===== src/hw/spi_pkg.sv =====
// Package with constants and types for the stepper pulse interface.
package spi_pkg;
  // Logic clock rate and the enable-to-ready delay.
  localparam int unsigned CLK_HZ = 40_000_000;
  localparam int unsigned READY_DELAY_MS = 500;
  localparam int unsigned READY_DELAY_CYC = (CLK_HZ / 1000) * READY_DELAY_MS;
  // Duty measurement window: one period of the slowest allowed PWM, 10 kHz.
  localparam int unsigned PWM_MIN_HZ = 10_000;
  localparam int unsigned PWM_WIN_CYC = CLK_HZ / PWM_MIN_HZ;
  // Phase ring length of a three-phase stage (six half steps).
  localparam int unsigned RING_LEN = 6;
  localparam int unsigned DUTY_W = 8;
  localparam logic [7:0] DUTY_FULL = 8'hFF;
  // Register map of the Avalon-MM slave, word addresses.
  localparam logic [2:0] ADDR_CTRL = 3'h0;
  localparam logic [2:0] ADDR_STAT = 3'h1;
  localparam logic [2:0] ADDR_IRQ = 3'h2;
  localparam logic [2:0] ADDR_MASK = 3'h3;
  localparam logic [2:0] ADDR_POS = 3'h4;
  localparam logic [2:0] ADDR_DUTY = 3'h5;
  localparam logic [31:0] DEAD_READ = 32'h0000_0000;
  // Control register bits: software disable and fault clear.
  localparam int unsigned CTRL_OFF_BIT = 0;
  localparam int unsigned CTRL_CLR_BIT = 1;
  // Interrupt status bit positions.
  localparam int unsigned IRQ_READY = 0;
  localparam int unsigned IRQ_FAULT = 1;
  localparam int unsigned IRQ_ZERO = 2;
  localparam int unsigned IRQ_STILL = 3;
  localparam int unsigned IRQ_W = 4;
  typedef enum logic [1:0] {ST_OFF, ST_WAIT, ST_READY, ST_FAULT} spi_state_type;
endpackage


===== src/hw/spi_sync.sv =====
// Two flip-flop synchroniser for a group of asynchronous inputs.
`timescale 1ns/1ps
module spi_sync #(
  parameter int unsigned WIDTH = 1
) (
  // Clock and reset
  input wire logic i_ref_clk,
  input wire logic i_arst_n,
  // Data
  input wire logic [WIDTH-1:0] i_async,
  output logic [WIDTH-1:0] o_sync
);
  logic [WIDTH-1:0] meta_q;
  logic [WIDTH-1:0] sync_q;

  always_ff @(posedge i_ref_clk or negedge i_arst_n)
  begin
    if (!i_arst_n)
    begin
      meta_q <= '0;
      sync_q <= '0;
    end
    else
    begin
      meta_q <= i_async;
      sync_q <= meta_q;
    end
  end

  assign o_sync = sync_q;
endmodule


===== src/hw/spi_top.sv =====
// Step pulse interface of a three-phase stepping motor stage.
// What this block does
// - Each rising step edge advances one step only when ready and gate high.
// - Sense low turns clockwise, sense high counterclockwise.
// - About 500 ms after enable, both readiness outputs assert and phases energize.
// - Current-control duty from 0 to 100 percent at 10-20 kHz scales current.
// - Current-control low gives set current; high switches phase current off.
// - Low-active readiness conducts when ready, floats on fault or no enable.
// - Gate low ignores steps, holds shaft, acknowledges standstill; gate high releases.
// - Ring-zero output asserts one cycle after the phase ring counter is zero; reset holds it low.
//
// Implementation choices: the placing of the registers and the Avalon-MM slave port.
`timescale 1ns/1ps
module spi_top
  import spi_pkg::*;
#(
  parameter int unsigned READY_CYC = READY_DELAY_CYC,
  parameter int unsigned POS_W = 32
) (
  // Clock and reset
  input wire logic i_ref_clk,
  input wire logic i_arst_n,
  // Pulse and signal interface inputs
  input wire logic i_step_pulse,
  input wire logic i_rot_sense,
  input wire logic i_stage_enable,
  input wire logic i_current_off,
  input wire logic i_pulse_gate,
  input wire logic i_stage_fault,
  // Pulse and signal interface outputs
  output logic o_ready_low_active_out,
  output logic o_ready_low_active_out_oe_n,
  output logic o_ready_high_active_out,
  output logic o_standstill_ack_out,
  output logic o_ring_zero,
  output logic o_phase_en,
  output logic [2:0] o_phase_sel,
  output logic [DUTY_W-1:0] o_phase_duty,
  output logic o_step_taken,
  // Avalon-MM slave
  input wire logic [2:0] i_avs_address,
  input wire logic i_avs_read,
  input wire logic i_avs_write,
  input wire logic [31:0] i_avs_writedata,
  output logic [31:0] o_avs_readdata,
  output logic o_avs_waitrequest,
  // Interrupt
  output logic o_irq
);
  localparam logic [31:0] READY_LAST = 32'(READY_CYC - 1);
  localparam logic [15:0] WIN_LAST = 16'(PWM_WIN_CYC - 1);
  localparam logic [2:0] RING_LAST = 3'(RING_LEN - 1);

  logic [5:0] in_sync;
  logic pulse_s, sense_s, enable_s, off_s, gate_s, fault_s;
  logic pulse_d1_q;
  logic step_rise;
  spi_state_type state_q;
  logic [31:0] wait_cnt_q;
  logic [2:0] ring_q;
  logic [POS_W-1:0] pos_q;
  logic [15:0] win_cnt_q;
  logic [15:0] on_cnt_q;
  logic [DUTY_W-1:0] duty_q;
  logic ready;
  logic ack_q;
  logic [IRQ_W-1:0] irq_stat_q;
  logic [IRQ_W-1:0] irq_mask_q;
  logic [IRQ_W-1:0] irq_evt;
  logic sw_disable_q;
  logic [31:0] rdata;
  logic rd_irq;
  logic zero_q;
  logic fault_clr;
  logic cur_on;
  logic rd_done_q;

  spi_sync #(.WIDTH(6)) u_sync (
    .i_ref_clk(i_ref_clk),
    .i_arst_n(i_arst_n),
    .i_async({i_stage_fault, i_pulse_gate, i_current_off, i_stage_enable, i_rot_sense, i_step_pulse}),
    .o_sync(in_sync)
  );
  assign {fault_s, gate_s, off_s, enable_s, sense_s, pulse_s} = in_sync;

  always_ff @(posedge i_ref_clk or negedge i_arst_n)
  begin
    if (!i_arst_n)
      pulse_d1_q <= 1'b0;
    else
      pulse_d1_q <= pulse_s;
  end
  assign step_rise = pulse_s & ~pulse_d1_q;

  // Enable, delay, ready and fault sequencing.
  assign fault_clr = i_avs_write && !o_avs_waitrequest && i_avs_address == ADDR_CTRL && i_avs_writedata[CTRL_CLR_BIT];
  always_ff @(posedge i_ref_clk or negedge i_arst_n)
  begin
    if (!i_arst_n)
    begin
      state_q <= ST_OFF;
      wait_cnt_q <= '0;
    end
    else
    begin
      unique case (state_q)
        ST_OFF:
        begin
          wait_cnt_q <= '0;
          if (enable_s && !sw_disable_q)
            state_q <= ST_WAIT;
        end
        ST_WAIT:
        begin
          if (!enable_s || sw_disable_q)
            state_q <= ST_OFF;
          else if (fault_s)
            state_q <= ST_FAULT;
          else if (wait_cnt_q == READY_LAST)
            state_q <= ST_READY;
          else
            wait_cnt_q <= wait_cnt_q + 32'h0000_0001;
        end
        ST_READY:
        begin
          if (fault_s)
            state_q <= ST_FAULT;
          else if (!enable_s || sw_disable_q)
            state_q <= ST_OFF;
        end
        ST_FAULT:
        begin
          if (!enable_s || fault_clr)
            state_q <= ST_OFF;
        end
      endcase
    end
  end
  assign ready = state_q == ST_READY;

  // Readiness pins: open collector conducts only when ready.
  assign o_ready_low_active_out = 1'b0;
  assign o_ready_low_active_out_oe_n = ~ready;
  assign o_ready_high_active_out = ready;
  assign o_phase_en = ready & ~off_s;

  // Step counting and phase ring. Pulses outside ready and gate are ignored.
  assign o_step_taken = step_rise & ready & gate_s;
  always_ff @(posedge i_ref_clk or negedge i_arst_n)
  begin
    if (!i_arst_n)
    begin
      ring_q <= '0;
      pos_q <= '0;
    end
    else if (o_step_taken)
    begin
      if (!sense_s)
      begin
        ring_q <= (ring_q == RING_LAST) ? 3'h0 : ring_q + 3'h1;
        pos_q <= pos_q + POS_W'(1);
      end
      else
      begin
        ring_q <= (ring_q == 3'h0) ? RING_LAST : ring_q - 3'h1;
        pos_q <= pos_q - POS_W'(1);
      end
    end
  end
  assign o_phase_sel = ring_q;

  always_ff @(posedge i_ref_clk or negedge i_arst_n)
  begin
    if (!i_arst_n)
    begin
      o_ring_zero <= 1'b0;
      o_standstill_ack_out <= 1'b1;
      // The ring starts at zero, so the edge detector starts high to avoid a false event.
      zero_q <= 1'b1;
    end
    else
    begin
      o_ring_zero <= ring_q == 3'h0;
      o_standstill_ack_out <= ~gate_s;
      zero_q <= ring_q == 3'h0;
    end
  end

  // Duty measurement of the current-control input over a fixed window.
  // Current flows while the input is low, so low time sets the duty.
  // A one-bit helper keeps the inversion from being widened by the casts below.
  assign cur_on = ~off_s;
  always_ff @(posedge i_ref_clk or negedge i_arst_n)
  begin
    if (!i_arst_n)
    begin
      win_cnt_q <= '0;
      on_cnt_q <= '0;
      duty_q <= '0;
    end
    else if (win_cnt_q == WIN_LAST)
    begin
      win_cnt_q <= '0;
      on_cnt_q <= '0;
      duty_q <= DUTY_W'(((32'(on_cnt_q) + 32'(cur_on)) * 32'(DUTY_FULL)) / 32'(PWM_WIN_CYC));
    end
    else
    begin
      win_cnt_q <= win_cnt_q + 16'h0001;
      on_cnt_q <= on_cnt_q + 16'(cur_on);
    end
  end

  // Phase current is off outright while the input is high or the stage is not ready, else scaled.
  always_ff @(posedge i_ref_clk or negedge i_arst_n)
  begin
    if (!i_arst_n)
      o_phase_duty <= '0;
    else if (!ready || off_s)
      o_phase_duty <= '0;
    else
      o_phase_duty <= (duty_q == '0) ? DUTY_FULL : duty_q;
  end

  // Interrupt events, sticky until the status register is read.
  assign irq_evt[IRQ_READY] = state_q == ST_WAIT && wait_cnt_q == READY_LAST && enable_s && !sw_disable_q
    && !fault_s;
  assign irq_evt[IRQ_FAULT] = fault_s && (state_q == ST_WAIT || state_q == ST_READY);
  assign irq_evt[IRQ_ZERO] = (ring_q == 3'h0) && !zero_q;
  assign irq_evt[IRQ_STILL] = ~gate_s & ~o_standstill_ack_out;
  // Status clears at the edge that captures it, so an event in the wait cycle is kept.
  assign rd_irq = i_avs_read && !rd_done_q && i_avs_address == ADDR_IRQ;

  always_ff @(posedge i_ref_clk or negedge i_arst_n)
  begin
    if (!i_arst_n)
      irq_stat_q <= '0;
    else
      irq_stat_q <= (rd_irq ? '0 : irq_stat_q) | irq_evt;
  end

  always_ff @(posedge i_ref_clk or negedge i_arst_n)
  begin
    if (!i_arst_n)
    begin
      irq_mask_q <= '0;
      sw_disable_q <= 1'b0;
    end
    else if (i_avs_write && !o_avs_waitrequest)
    begin
      if (i_avs_address == ADDR_MASK)
        irq_mask_q <= i_avs_writedata[IRQ_W-1:0];
      if (i_avs_address == ADDR_CTRL)
        sw_disable_q <= i_avs_writedata[CTRL_OFF_BIT];
    end
  end
  assign o_irq = |(irq_stat_q & irq_mask_q);

  // Register bus: writes finish at once; reads take one wait state so that
  // the registered read data stand at the edge where the master accepts them.
  assign o_avs_waitrequest = i_avs_read & ~rd_done_q;
  always_comb
  begin
    rdata = DEAD_READ;
    unique case (i_avs_address)
      ADDR_CTRL: rdata = {31'h0000_0000, sw_disable_q};
      ADDR_STAT: rdata = {24'h00_0000, off_s, gate_s, enable_s, sense_s, ring_q == 3'h0, 1'b0, state_q};
      ADDR_IRQ: rdata = {28'h000_0000, irq_stat_q};
      ADDR_MASK: rdata = {28'h000_0000, irq_mask_q};
      ADDR_POS: rdata = 32'(pos_q);
      ADDR_DUTY: rdata = {24'h00_0000, duty_q};
      default: rdata = DEAD_READ;
    endcase
  end
  always_ff @(posedge i_ref_clk or negedge i_arst_n)
  begin
    if (!i_arst_n)
      rd_done_q <= 1'b0;
    else
      rd_done_q <= i_avs_read & ~rd_done_q;
  end
  always_ff @(posedge i_ref_clk or negedge i_arst_n)
  begin
    if (!i_arst_n)
      o_avs_readdata <= '0;
    else if (i_avs_read && !rd_done_q)
      o_avs_readdata <= rdata;
  end
endmodule


===== config.mk =====
export PLATFORM = sky130hd
export DESIGN_NAME = spi_top
export DESIGN_NICKNAME = d
export VERILOG_FILES = /design/src/hw/spi_pkg.sv /design/src/hw/spi_sync.sv /design/src/hw/spi_top.sv
export SDC_FILE = /design/constraint.sdc
export NUM_CORES = 1
export LEC_CHECK = 0
export BUFFER_PORTS_ARGS = -buffer_cell sky130_fd_sc_hd__buf_2
export CAP_MARGIN = 20
export CORE_ASPECT_RATIO = 0.75
export CORE_MARGIN = 4
export CORE_UTILIZATION = 25
export CTS_CLUSTER_DIAMETER = 60
export DETAILED_ROUTE_END_ITERATION = 8
export PLACE_DENSITY_LB_ADDON = 0.12
export RECOVER_POWER = 50
export SETUP_SLACK_MARGIN = 0.5
export SYNTH_ARGS = -nofsm -noshare
export SYNTH_HDL_FRONTEND = slang
export SYNTH_SLANG_ARGS = --single-unit
export TNS_END_PERCENT = 10

===== constraint.sdc =====
create_clock -name i_ref_clk -period 13.2 [get_ports i_ref_clk]
set_input_delay 0.66 -clock i_ref_clk [delete_from_list [all_inputs] [get_ports i_ref_clk]]
set_output_delay 0.66 -clock i_ref_clk [all_outputs]
set_load 0.02 [all_outputs]

==> impl_metrics.tcl <==
set metrics [dict create \
    synthXorXnorAreaFrac_pct 7.76 \
    vias_per_cell 4.70 \
    nFillCells 6441 \
    io_buffer_count 67 \
    netlist_instances 1793 \
    yosys.area_share.simple_pct 17.3 \
    grt-ovfl-total 0 \
    drive_gt1_share_pct 31.7 \
    max_cap_viol_count 3 \
    path_common_cell "buf_4" \
    drc 0 \
    antenna_found_initial 0 \
    clockBufferDepth 2 \
    tightest_slew_ps 5670 \
    first_iter_violations 578 \
    dp_slack_ps -581 \
    grt_pass1_vias 14025 \
    synth_edf_count 0 \
    dpl.hpwl_mm 35.4 \
    ant_nets 0 \
    num_io_pins 97 \
    wl_mm 45.7 \
    startpoint_type "flip-flop" \
    period_needed_ps 12980 \
    tritoncts.num_buffers 17 \
    cts_tree "done" \
    yosys_warnings 0 \
    crit_type "flip-flop to flip-flop" \
    slowest_stage "or4_4" \
    core-area_mm2 0.0621 \
    synthDistinctLibCells 107 \
    synth_compound_gate_area_share_pct 22.9 \
    hold_buffers 0 \
    track_usage_pct 13.5 \
    die_h_um 225 \
    violations "max-capacitance violations, max-slew violations" \
    root_buffer "clkbuf_16" \
    drtPass1Iterations 6 \
    die_w_um 297 \
    die-area_mm2 0.0668 \
    yosysTopAreaCellShare_pct 27.6 \
    period_share_pct 98.4 \
    synth.area.mux_share_pct 2.48 \
    status "finished, violations left" \
    initial_core_util_pct 25.2 \
    cp-end-kind "flip-flop" \
    finalClockSkew_ps 10.9 \
    grt_pass1_wl_mm 74.9 \
    core.rowCount 79 \
    synth_area_leader_cell "dfrtp_1" \
    worst_ep_required_time_ps 13520 \
    maxSlewViolCount 211 \
    clkSinkCount 175 \
    clk_latency_ps 440 \
    crit_fanout 7 \
    fmax_ghz 0.0770 \
    ys_ff_latch 175 \
    hp-class "input pin to flip-flop" \
    area_growth_pct 38.3 \
    cts_htree_levels 4 \
    synth_nets 1995 \
    synthTopCellsByArea "dfrtp_1, fa_1, ha_1, xnor2_1, nand2_1" \
    crit_family "compound AO/OA/AOI/OAI gates" \
    setup_ws_ps 217 \
    syn_area_mm2 0.0157 \
    ys_seq_area_share_pct 28.0 \
    critical_path_buf_inv_count 21 \
    synth_ff_type "dfrtp_1" \
    place_congestion 0.786 \
    synth_top_family_by_area "compound AO/OA/AOI/OAI gates" \
    grt_setup_unrepaired "true" \
    vias 14254 \
    cp.arrival_ps 13310 \
    max_stage_delay_ps 570 \
    grt_max_degree 105 \
    diodes 0 \
    setup_violations 0 \
    relSlewSlack_pct -278 \
    nets 2410 \
    synthAdderAreaFrac_pct 15.8 \
    wl_per_cell_um 15.1 \
    cts.reportedPaths.clkPinSlew_ps 70 \
    ys_async_sr_fraction_pct 100 \
    synth.avg_cell_area_um2 8.74 \
    final-hold-violation-count 0 \
]
-- through the flow --
stage / setup TNS [ps] / instance area [um^2] / hold slack [ps] / utilization, % / cells
3_3_place_gp: -683 / 19500 / 332 / 31.3 / 2936
5_1_grt: -465 / 21700 / 292 / 34.9 / 3031
6_report: 0 / 21700 / 325 / 34.9 / 3031
2_1_floorplan: 0 / 15900 / 331 / - / 1793
4_1_cts: 0 / 21100 / 292 / 34.1 / 3001
3_5_place_dp: -803 / 19500 / 337 / 31.3 / 2936
-- layout make-up --
type                       instances  area (um^2)  area share, %
multi-input combinational       1393        11700           54.1
timing repair buffer             464         3390           15.7
tap                              810         1010           4.68
clock inverter                    10          115          0.531
inverter                         157          591           2.72
clock buffer                      22          454           2.10
sequential                       175         4380           20.2
-- synth_stat cells (7+ instances only) --
| master | number |
|---|---|
| dfrtp_1 | 173 |
| nand2_1 | 170 |
| inv_1 | 155 |
| nor2_1 | 143 |
| o21ai_0 | 102 |
| a21oi_1 | 100 |
| ha_1 | 95 |
| xnor2_1 | 87 |
| fa_1 | 62 |
| nand3_1 | 54 |
| xor2_1 | 50 |
| clkbuf_1 | 41 |
| nor3_1 | 36 |
| a21o_1 | 28 |
| a22o_1 | 26 |
| and3_1 | 26 |
| nand4_1 | 23 |
| mux2_2 | 21 |
| o21a_1 | 20 |
| a211oi_1 | 19 |
| buf_2 | 18 |
| o31ai_1 | 18 |
| a31oi_1 | 16 |
| o211ai_1 | 16 |
| or3_1 | 16 |
| and2_1 | 14 |
| mux2i_1 | 14 |
| nor2b_1 | 14 |
| a21boi_0 | 13 |
| a22oi_1 | 12 |
| o21ai_1 | 11 |
| nand2b_1 | 10 |
| o21bai_1 | 10 |
| and4_1 | 8 |
| a211o_1 | 7 |
| nor4_1 | 7 |
| or2_2 | 7 |
-- state kept, by name, indices dropped and copies added (netlist names), 6 cells and up --
register,cells
pos_q,32
wait_cnt_q,32
duty_q,8
on_cnt_q,16
u_sync.meta_q,6
o_avs_readdata,32
win_cnt_q,16
u_sync.o_sync,6
o_phase_duty,8
-- per-layer routing --
metal	GRT usage [%]	vias to the layer above	part of all wire (%)
li1	-	7204	-
met5	0	-	0
met1	21.9	6931	57
met4	1.36	0	0.40
met2	19.2	105	41
met3	1.80	14	1.9
-- logic make-up (layout without fill, tap and decap cells) --
kind of cell / after synthesis / in the layout
buf+inv: 225 / 653
mux: 36 / 36
compound gates: 495 / 495
xor+xnor: 138 / 138
other cells: 1 / 1
fa+ha+maj: 161 / 161
simple gates: 562 / 562
flops: 175 / 175
-- worst paths after layout --
kind,startpoint,end,slack (ps),cells past startpoint
max,u_sync.o_sync[3],duty_q[0],220,63
min,i_rot_sense,u_sync.meta_q[1],330,1
max reg2reg,u_sync.o_sync[3],duty_q[0],220,63
min reg2reg,u_sync.meta_q[3],u_sync.o_sync[3],350,0
max in group asynchronous,i_arst_n,o_phase_sel[1],7700,1
min in group asynchronous,i_arst_n,wait_cnt_q[8],2310,1
-- cells in the final DEF (no fill, tap or decap), types with 10 or more instances in the layout --
cell,n
dfrtp_1,173
inv_1,147
a21oi_1,86
o31ai_1,15
o21ai_0,91
mux2i_1,11
nor2b_1,12
a22oi_1,10
ha_4,12
fa_1,62
buf_4,366
clkbuf_1,53
a21o_1,28
a211oi_1,10
xnor2_1,76
clkbuf_16,17
nor3_2,10
or3_1,11
a21boi_0,12
buf_6,25
o21a_1,18
ha_1,83
xor2_1,43
o21bai_1,10
a21oi_2,12
xnor2_2,10
a22o_1,26
nand2_1,160
and3_1,19
o211ai_1,16
nor3_1,25
nand4_1,23
o21ai_1,13
nand3_1,48
mux2_2,19
buf_2,20
nor2_1,133
a31oi_1,11
-- timing repair --
action | CTS | global route
endpoints found under the setup margin | 3 | 3
gates resized for setup | 171 | 71
pin swaps | 90 | 57
buffers inserted | 33 | 30
Power is left out: the tool's default activity adds up to more than one toggle a clock period on the data nets, which glitch-free logic cannot reach.
